--- src/logic/dac_port_pkg.sv ---
// Shared constants for the serial load port of the 12-bit DAC
`default_nettype none

package dac_port_pkg;

  // ---------------------------------------------------------------
  // Frame layout
  // ---------------------------------------------------------------
  localparam int FRAME_BITS   = 16;
  localparam int DATA_BITS    = 12;
  localparam int CMD_READ_BIT = 15;
  localparam int ADDR_MSB     = 14;
  localparam int ADDR_LSB     = 12;

  // Register addresses inside a frame
  localparam logic [2:0] ADDR_INPUT = 3'h1;
  localparam logic [2:0] ADDR_DAC   = 3'h2;
  localparam logic [2:0] ADDR_CTRL  = 3'h3;

  // Reset values
  localparam logic [11:0] ZERO_CODE  = 12'h000;
  localparam logic [11:0] CTRL_RESET = 12'h000;

  // ---------------------------------------------------------------
  // Timing
  // ---------------------------------------------------------------
  localparam longint CLK_HZ         = 25_000_000;
  localparam longint SCLK_PERIOD_NS = 320;
  localparam longint POR_TIME_US    = 50;
  localparam longint LOAD_LOW_NS    = 20;
  // Half period of the generated shift clock, rounded down
  localparam int SCLK_HALF_CYC = int'((SCLK_PERIOD_NS * CLK_HZ) / 2_000_000_000);
  // Longest wait: rounded down
  localparam int POR_CYC = int'(POR_TIME_US * CLK_HZ / 1_000_000);
  // Least pulse width: rounded up
  localparam int LOAD_LOW_CYC = int'((LOAD_LOW_NS * CLK_HZ + 999_999_999) / 1_000_000_000);
  // Idle time between frames
  localparam int FRAME_GAP_CYC = 2 * SCLK_HALF_CYC;

endpackage

`default_nettype wire

--- src/logic/dac_link_if.sv ---
// Pin bundle between the host end and the DAC serial port end
`default_nettype none

interface dac_link_if;
  logic frame_sel_n;
  logic shift_clk;
  logic serial_in_line;
  logic serial_out_line;
  logic load_output_n;
  logic async_zero_n;

  modport dev (
    input  frame_sel_n,
    input  shift_clk,
    input  serial_in_line,
    input  load_output_n,
    input  async_zero_n,
    output serial_out_line
  );

  modport host (
    output frame_sel_n,
    output shift_clk,
    output serial_in_line,
    output load_output_n,
    output async_zero_n,
    input  serial_out_line
  );
endinterface

`default_nettype wire

--- src/logic/dac_port_dev.sv ---
// Device end: serial load port with input, DAC and control registers
`default_nettype none

module dac_port_dev (
  input  wire logic                                clk_in,
  input  wire logic                                nrst_in,
  dac_link_if.dev                                  link,
  output logic [dac_port_pkg::DATA_BITS-1:0]       dac_code_out,
  output logic [dac_port_pkg::DATA_BITS-1:0]       input_code_out,
  output logic [dac_port_pkg::DATA_BITS-1:0]       ctrl_word_out,
  output logic                                     write_done_out
);
  import dac_port_pkg::*;

  typedef enum logic [1:0] {
    FR_IDLE,
    FR_SHIFT,
    FR_DONE
  } frame_e;

  // ---------------------------------------------------------------
  // Pin synchronisers
  // ---------------------------------------------------------------
  // Bit 0 frame select, 1 shift clock, 2 serial in, 3 load strobe
  logic [3:0] meta_q;
  logic [3:0] sync_q;
  logic [3:0] prev_q;

  // Two flops, then an edge history flop; reset to idle pin levels
  // so that no false edge is seen just after reset
  always_ff @(posedge clk_in or negedge nrst_in) begin
    if (!nrst_in) begin
      meta_q <= 4'h9;
      sync_q <= 4'h9;
      prev_q <= 4'h9;
    end else begin
      meta_q <= {link.load_output_n, link.serial_in_line,
                 link.shift_clk, link.frame_sel_n};
      sync_q <= meta_q;
      prev_q <= sync_q;
    end
  end

  // Edge events seen on the synchronised copies
  logic fs_fall;
  logic fs_rise;
  logic sclk_rise;
  logic sclk_fall;
  logic sdi_bit;
  logic load_fall;
  logic load_low;

  assign fs_fall   = ~sync_q[0] & prev_q[0];
  assign fs_rise   = sync_q[0] & ~prev_q[0];
  assign sclk_rise = sync_q[1] & ~prev_q[1];
  assign sclk_fall = ~sync_q[1] & prev_q[1];
  assign sdi_bit   = sync_q[2];
  assign load_fall = ~sync_q[3] & prev_q[3];
  assign load_low  = ~sync_q[3];

  // ---------------------------------------------------------------
  // Frame engine
  // ---------------------------------------------------------------
  frame_e                  state_q;
  frame_e                  state_d;
  logic [4:0]              cnt_q;
  logic [4:0]              cnt_d;
  logic [FRAME_BITS-1:0]   shift_q;
  logic [FRAME_BITS-1:0]   shift_d;
  logic [FRAME_BITS-1:0]   out_q;
  logic [FRAME_BITS-1:0]   out_d;
  logic [FRAME_BITS-1:0]   rb_q;
  logic [FRAME_BITS-1:0]   rb_d;
  logic                    sdo_q;
  logic                    sdo_d;
  logic                    done_q;
  logic                    done_d;
  logic                    commit;

  // Register contents as seen by the readback mux
  logic [DATA_BITS-1:0]    input_q;
  logic [DATA_BITS-1:0]    dac_q;
  logic [DATA_BITS-1:0]    ctrl_q;
  logic [DATA_BITS-1:0]    rd_val;
  logic [2:0]              addr;

  assign addr = shift_q[ADDR_MSB:ADDR_LSB];

  // Readback selection
  always_comb begin
    case (addr)
      ADDR_INPUT: rd_val = input_q;
      ADDR_DAC:   rd_val = dac_q;
      ADDR_CTRL:  rd_val = ctrl_q;
      default:    rd_val = ZERO_CODE;
    endcase
  end

  // Next state of the frame engine
  always_comb begin
    state_d = state_q;
    cnt_d   = cnt_q;
    shift_d = shift_q;
    out_d   = out_q;
    rb_d    = rb_q;
    sdo_d   = sdo_q;
    done_d  = 1'b0;
    commit  = 1'b0;
    if (fs_fall) begin
      // Fresh frame whatever came before
      state_d = FR_SHIFT;
      cnt_d   = 5'd0;
      shift_d = '0;
      out_d   = rb_q;
    end else begin
      case (state_q)
        FR_IDLE: begin
          state_d = FR_IDLE;
        end
        FR_SHIFT: begin
          if (fs_rise) begin
            // Partial frame is dropped, nothing committed
            state_d = FR_IDLE;
          end else begin
            if (sclk_rise && cnt_q < 5'(FRAME_BITS)) begin
              shift_d = {shift_q[FRAME_BITS-2:0], sdi_bit};
              cnt_d   = cnt_q + 5'd1;
              sdo_d   = out_q[FRAME_BITS-1];
              out_d   = {out_q[FRAME_BITS-2:0], 1'b0};
            end
            if (sclk_fall && cnt_q == 5'(FRAME_BITS)) begin
              commit  = 1'b1;
              done_d  = 1'b1;
              state_d = FR_DONE;
              if (shift_q[CMD_READ_BIT]) begin
                // Read word goes out during the next frame
                rb_d = {1'b0, addr, rd_val};
              end
            end
          end
        end
        FR_DONE: begin
          // Extra clocks after the commit are ignored
          if (fs_rise) begin
            state_d = FR_IDLE;
          end
        end
        default: begin
          state_d = FR_IDLE;
        end
      endcase
    end
  end

  // Frame engine registers
  always_ff @(posedge clk_in or negedge nrst_in) begin
    if (!nrst_in) begin
      state_q <= FR_IDLE;
      cnt_q   <= 5'd0;
      shift_q <= '0;
      out_q   <= '0;
      rb_q    <= '0;
      sdo_q   <= 1'b0;
      done_q  <= 1'b0;
    end else begin
      state_q <= state_d;
      cnt_q   <= cnt_d;
      shift_q <= shift_d;
      out_q   <= out_d;
      rb_q    <= rb_d;
      sdo_q   <= sdo_d;
      done_q  <= done_d;
    end
  end

  // ---------------------------------------------------------------
  // Data registers
  // ---------------------------------------------------------------
  logic                 wr_input;
  logic                 wr_ctrl;
  logic [DATA_BITS-1:0] input_d;
  logic [DATA_BITS-1:0] dac_d;
  logic [DATA_BITS-1:0] ctrl_d;
  logic                 zero_rst_n;

  assign wr_input = commit & ~shift_q[CMD_READ_BIT] & (addr == ADDR_INPUT);
  assign wr_ctrl  = commit & ~shift_q[CMD_READ_BIT] & (addr == ADDR_CTRL);

  // Clear pin doubles as asynchronous reset of the code registers;
  // the host drives it from a flop, so it cannot glitch
  assign zero_rst_n = nrst_in & link.async_zero_n;

  // Load behaviour: pulse copies, held low follows every input register write
  always_comb begin
    input_d = input_q;
    dac_d   = dac_q;
    ctrl_d  = ctrl_q;
    if (load_fall) begin
      dac_d = input_q;
    end
    if (wr_input) begin
      input_d = shift_q[DATA_BITS-1:0];
      if (load_low) begin
        dac_d = shift_q[DATA_BITS-1:0];
      end
    end
    if (wr_ctrl) begin
      ctrl_d = shift_q[DATA_BITS-1:0];
    end
  end

  // Code registers, held at zero scale while clear is low, so load
  // strobes in that time cannot move anything
  always_ff @(posedge clk_in or negedge zero_rst_n) begin
    if (!zero_rst_n) begin
      input_q <= ZERO_CODE;
      dac_q   <= ZERO_CODE;
    end else begin
      input_q <= input_d;
      dac_q   <= dac_d;
    end
  end

  // Control word survives a clear, only power reset zeroes it
  always_ff @(posedge clk_in or negedge nrst_in) begin
    if (!nrst_in) begin
      ctrl_q <= CTRL_RESET;
    end else begin
      ctrl_q <= ctrl_d;
    end
  end

  // ---------------------------------------------------------------
  // Outputs, all straight from flops
  // ---------------------------------------------------------------
  assign link.serial_out_line = sdo_q;
  assign dac_code_out         = dac_q;
  assign input_code_out       = input_q;
  assign ctrl_word_out        = ctrl_q;
  assign write_done_out       = done_q;

endmodule // dac_port_dev

`default_nettype wire

--- src/flat_wrapper.sv ---
// flat-port wrapper written by rule: the top's interface ports become plain ports
module dac_port_dev_flat import dac_port_pkg::*;
  (clk_in, nrst_in, dac_code_out, input_code_out, ctrl_word_out, write_done_out, link_frame_sel_n, link_shift_clk, link_serial_in_line, link_load_output_n, link_async_zero_n, link_serial_out_line);
  dac_link_if link_i ();
  input  wire logic clk_in;
  input  wire logic nrst_in;
  output logic [dac_port_pkg::DATA_BITS-1:0] dac_code_out;
  output logic [dac_port_pkg::DATA_BITS-1:0] input_code_out;
  output logic [dac_port_pkg::DATA_BITS-1:0] ctrl_word_out;
  output logic write_done_out;
  input wire logic [$bits(link_i.frame_sel_n)-1:0] link_frame_sel_n;
  input wire logic [$bits(link_i.shift_clk)-1:0] link_shift_clk;
  input wire logic [$bits(link_i.serial_in_line)-1:0] link_serial_in_line;
  input wire logic [$bits(link_i.load_output_n)-1:0] link_load_output_n;
  input wire logic [$bits(link_i.async_zero_n)-1:0] link_async_zero_n;
  output wire logic [$bits(link_i.serial_out_line)-1:0] link_serial_out_line;
  assign link_i.frame_sel_n = link_frame_sel_n;
  assign link_i.shift_clk = link_shift_clk;
  assign link_i.serial_in_line = link_serial_in_line;
  assign link_i.load_output_n = link_load_output_n;
  assign link_i.async_zero_n = link_async_zero_n;
  assign link_serial_out_line = link_i.serial_out_line;
  dac_port_dev u_core (.clk_in(clk_in), .nrst_in(nrst_in), .link(link_i), .dac_code_out(dac_code_out), .input_code_out(input_code_out), .ctrl_word_out(ctrl_word_out), .write_done_out(write_done_out));
endmodule
--- config.mk ---
export PLATFORM = sky130hd
export DESIGN_NAME = dac_port_dev_flat
export DESIGN_NICKNAME = d
export VERILOG_FILES = /design/src/logic/dac_port_pkg.sv /design/src/logic/dac_link_if.sv /design/src/logic/dac_port_dev.sv /design/src/flat_wrapper.sv
export SDC_FILE = /design/constraint.sdc
export NUM_CORES = 1
export LEC_CHECK = 0
export ABC_CLOCK_PERIOD_IN_PS = 6100
export BUFFER_PORTS_ARGS = -buffer_cell sky130_fd_sc_hd__buf_2
export CORE_MARGIN = 4
export CORE_UTILIZATION = 60
export CTS_BUF_LIST = sky130_fd_sc_hd__clkbuf_8
export DETAILED_ROUTE_END_ITERATION = 10
export PLACE_DENSITY = 0.81
export SKIP_LAST_GASP = 1
export SYNTH_ARGS = -nofsm -noshare
export SYNTH_HDL_FRONTEND = slang
export SYNTH_SLANG_ARGS = --single-unit
--- constraint.sdc ---
create_clock -name clk_in -period 6.1 [get_ports clk_in]
set_input_delay 1.525 -clock clk_in [delete_from_list [all_inputs] [get_ports clk_in]]
set_output_delay 1.525 -clock clk_in [all_outputs]
set_load 0.005 [all_outputs]
### After elaboration in Yosys (flattened, before gate mapping)

Cells that the tools add are included.

* add/subtract/negate cells: 1
* reduce and logical (&&, ||, !) cells: 8
* equality and inequality tests: 9
* muxes and demuxes: 25
* bitwise gates (word level): 17
* order comparisons: 1

Operator list (number)
* two-way mux 16 bit: 8
* two-way mux 12 bit: 3
* one-hot mux 12 bit (3 select lines): 1
* two-way mux 5 bit: 4
* AND 1 bit: 9
* two-way mux 2 bit: 4
* NOT 1 bit: 8
* equality test 3 x 2 -> 1 bit, second input constant: 2
* adder 5 x 1 -> 5 bit, second input constant: 1
* equality test 5 bit, second input constant: 1
* less-than comparator 5 bit, second input constant: 1
* AND reduction 5 bit: 1
* two-way mux 1 bit: 4
* != test 4 x 1 -> 1 bit, second input constant: 1
* one-hot mux 2 bit (2 select lines): 1
* AND reduction 4 bit: 1
* nonzero test 2 bit: 2
* equality test 3 x 1 -> 1 bit, second input constant: 1
* != test 3 x 1 -> 1 bit, second input constant: 1
* AND reduction 3 bit: 1
* equality test 2 x 1 -> 1 bit, second input constant: 1
* equality test 2 bit, second input constant: 1
* logical AND 1 bit: 2
* != test 2 x 1 -> 1 bit, second input constant: 1
* AND reduction 2 bit: 1

* output and inout port bits: 38
* input bits: 7
* flip-flop bits (word level): 104
* logic and storage cells: 74

### Logic depth before layout (Yosys ltp)

* depth in word-level cells: 10
* mapped depth: 9
* depth with buffers taken out: 6

### Least setup slack after synthesis

Ideal clock, no wire load.

* path kind: register to register
* start point: reg u_core.sync_q[0]
* end point: reg (tool-made name)
* library setup time: 0.126 ns
* period minus slack after synthesis: 2.551 ns
* slack: 3.549 ns
* data required time: 5.974 ns
* stages on the path, launching flop included: 9
* path buffers: 2
* arrival: 2.425 ns
* cell sequence: dfstp_2 inv_1 ha_1 buf_2 or4b_4 or4_4 buf_6 and3_1 a221o_1

RTL lines
* from (decl): line dac_port_dev.sv:26 `logic [3:0] sync_q;`
* from (signal assigned): line dac_port_dev.sv:39 `sync_q <= meta_q;`

### Final worst setup path

* start point: reg u_core.sync_q[0]
* end point: reg u_core.ctrl_q[10], in the netlist u_core.ctrl_word_out[10]

* elaborated cells on any way between the ends: 8
* those cells by class: mux: 3; bitwise: 5

RTL lines
* NOT 1 bit: line dac_port_dev.sv:53 `assign fs_fall = ~sync_q[0] & prev_q[0];`
* AND 1 bit: line dac_port_dev.sv:53
* net u_core.fs_fall: line dac_port_dev.sv:45 `logic fs_fall;`
* two-way mux 1 bit: line dac_port_dev.sv:109 `if (fs_fall) begin`
* AND 1 bit (2 in a row): line dac_port_dev.sv:187 `assign wr_ctrl = commit & ~shift_q[CMD_READ_BIT] & (addr == ADDR_CTRL);`
* to (signal assigned): line dac_port_dev.sv:229 `ctrl_q <= ctrl_d;`
* to (decl): line dac_port_dev.sv:83 `logic [DATA_BITS-1:0] ctrl_q;`

The timed path passes the listed nets, and every way through them passes these cells.
A chain may end at the register's enable or synchronous reset.

==> flow_summary_export.csv <==
group,metric,value,unit
yosys,yosysTopAreaCell,"dfrtp_1",
power_and_ir_drop,leakage,2.36,nW
layout,multiInputGateArea,0.00172,mm2
critical_path,cp.required,6.35,ns
detailed_routing,drtAntennaViolNets,0,
timing,drv_slew,0,
detailed_routing,dr.pass1.iters,5,
critical_path,crit_type,"register to register",
critical_path,crit_start,"u_core.sync_q[0]$_DFF_PN1_",
yosys,syn_area_per_cell,11.2,um2
global_routing,antenna_found_initial,0,
detailed_routing,drt_iter0_drc,226,
critical_path,ff2ff_path_depth,7,
timing,rsz0062_at_grt,"false",
yosys,yosysSeqAreaShare,0.572,
clocking,cts_tree,"built",
detailed_routing,via_count,3214,
place,hpwl,6490,um
yosys,ys_types,36,
die,dieWidth,94.8,um
global_routing,grt_pass1_vias,3163,
layout,design_area,0.00499,mm2
place,placed_cell_area,0.00478,mm2
yosys,yosysWarnings,0,
layout,final_util,0.685,
layout,drive_gt1_frac,0.265,
global_routing,grt_overflow,0,
die,core.rowCount,31,
yosys,synth_top_flop_cell,"dfrtp_1",
layout,n_fill_cell,547,
power_and_ir_drop,peakVddDrop,0.145,mV
yosys,synth_area,0.00452,mm2
layout,layout_common_cells,"dfrtp_1 (97), buf_2 (43), mux2_2 (40), o21ai_0 (37), nand2_1 (33)",
layout,layout_commonest_cell,"dfrtp_1",
timing,fin_crit_sh,0.485,
place,numPortBuffers,44,
critical_path,crit_path_start_kind,"register",
clocking,htree_num_levels,3,
die,die_area,0.00898,mm2
global_routing,grt_max_degree,48,
yosys,synthArstFlopShare,1.00,
yosys,synth_edf_count,0,
timing,fin_crit,2.96,ns
critical_path,crit_arrival,3.21,ns
flow_run,maxCapViolations,0,
global_routing,grt_pass1_wl,16000,um
clocking,max-clock-path-buffers,2,
critical_path,crit_path_end_kind,"register",
die,die_h,94.8,um
global_routing,gr-usage-all-layers,0.233,
detailed_routing,route.detailed.drc,0,
place,place_congestion,0.865,
clocking,cts.sinks,103,
detailed_routing,post_drt_wl_per_cell,18.0,um
layout,regArea,0.00258,mm2
clocking,cts_made_buffers,9,
die,start_util,0.620,
yosys,postSynthCellCount,405,
worst_hold_path,worst_hold_path_type,"register to register",
timing,fin_skew,0.0141,ns
layout,insertedDiodeCount,0,
die,ios,45,
power_and_ir_drop,power_density,242,mW/mm2
critical_path,ff2ff_setup_slack,3.14,ns
timing,max-slew-margin-rel,0.257,
detailed_routing,viasPerCell,5.95,
layout,fin_nets,448,
yosys,synth_top_area_share,0.537,
clocking,post_cts_resized,0,
timing,finalHoldViolations,0,
yosys,syn_nets,417,
timing,setup_viol,0,
detailed_routing,routed_wl,9730,um
timing,setup_tns,0,ns
run_status,status,"finished clean",
timing,fmax,338,MHz
critical_path,reg2reg_to,"u_core.ctrl_word_out[10]$_DFFE_PN0P_",
clocking,clk_pin_slew,0.11,ns
clocking,cts_hold_buf,0,
clocking,clock_latency,0.37,ns
die,coreArea,0.00729,mm2
critical_path,worstReg2RegStart,"u_core.sync_q[0]$_DFF_PN1_",
critical_path,worstSetupEndpoint,"u_core.ctrl_word_out[10]$_DFFE_PN0P_",
yosys,yosys-top-cells-area,"dfrtp_1 (54%), mux2_2 (10%), o21ai_0 (4.1%)",
clocking,cts_root_buf,"clkbuf_8",
timing,worst_slew_pin_slew,1.11,ns
clocking,cts_setup_buffers,0,
critical_path,cp_max_fo,24,
layout,area_delta_synth_final,10.5,%
yosys,ys_ff_latch,103,
==> cell families after synthesis <==
kind of cell | count (synthesis) | share of synthesized area
simple gates | 108 | 0.124
flops | 103 | 0.572
compound gates | 81 | 0.111
buf+inv | 54 | 0.0476
mux | 54 | 0.131
fa+ha+maj | 5 | 0.0138
==> critical path, cell delays in order (launching register included) <==
cell     delay [ns]
dfstp_2        0.57
inv_1          0.05
ha_1           0.16
buf_4          0.22
or4b_4         0.52
nor4_1         0.36
nand2_1        0.50
mux2_2         0.46
==> layer usage <==
metal | part of all wire | wire, um | global-route usage
met1 | 0.44 | 4240 | 0.315
met2 | 0.50 | 4830 | 0.379
met3 | 0.054 | 527 | 0.0518
met4 | 0.013 | 124 | 0.0721
met5 | 0 | 0 | 0
==> worst min path at each step <==
stage / startpoint / cells past startpoint / to
after global placement: u_core.meta_q[1]$_DFF_PN0_ / 0 / u_core.sync_q[1]$_DFF_PN0_
after detailed placement: u_core.meta_q[1]$_DFF_PN0_ / 0 / u_core.sync_q[1]$_DFF_PN0_
after floorplan: u_core.meta_q[1]$_DFF_PN0_ / 0 / u_core.sync_q[1]$_DFF_PN0_
final: u_core.meta_q[3]$_DFF_PN1_ / 0 / u_core.sync_q[3]$_DFF_PN1_
after CTS: u_core.meta_q[1]$_DFF_PN0_ / 0 / u_core.sync_q[1]$_DFF_PN0_
after global routing: u_core.meta_q[3]$_DFF_PN1_ / 0 / u_core.sync_q[3]$_DFF_PN1_
==> final cells by class <==
| type | instances | area share |
|---|---|---|
| sequential | 103 | 0.518 |
| multi-input combinational | 248 | 0.345 |
| timing repair buffer | 48 | 0.0506 |
| clock buffer | 9 | 0.0248 |
| tap | 99 | 0.0248 |
| inverter | 26 | 0.0195 |
| clock inverter | 7 | 0.0175 |
==> synthesized netlist by cell type (all sizes together) (3+ instances only) <==
master / count
nand2: 33
inv: 26
dfstp: 6
a221o: 9
o31ai: 12
o21ai: 37
nand4: 20
ha: 5
clkbuf: 21
a21oi: 16
nor2: 18
nand3: 7
nor2b: 3
and3: 10
mux2i: 14
mux2: 40
nand4b: 3
dfrtp: 97
buf: 7
==> stage by stage <==
| step | hold slack [ns] | setup slack [ns] | power, mW | std cells |
|---|---|---|---|---|
| 2_1_floorplan | 0.331 | 3.55 | 0.745 | 405 |
| 3_3_place_gp | 0.334 | 3.18 | 0.770 | 524 |
| 3_5_place_dp | 0.336 | 3.15 | 0.771 | 524 |
| 4_1_cts | 0.361 | 3.14 | 1.22 | 540 |
| 5_1_grt | 0.370 | 3.03 | 1.25 | 540 |
| 6_report | 0.366 | 3.14 | 1.21 | 540 |
==> power breakdown <==
part	switching, mW	internal (mW)
sequential	0.00713	0.692
clock	0.250	0.199
combinational	0.0424	0.0164
total	0.300	0.908
No activity file was read; power rests on OpenSTA's default activity.
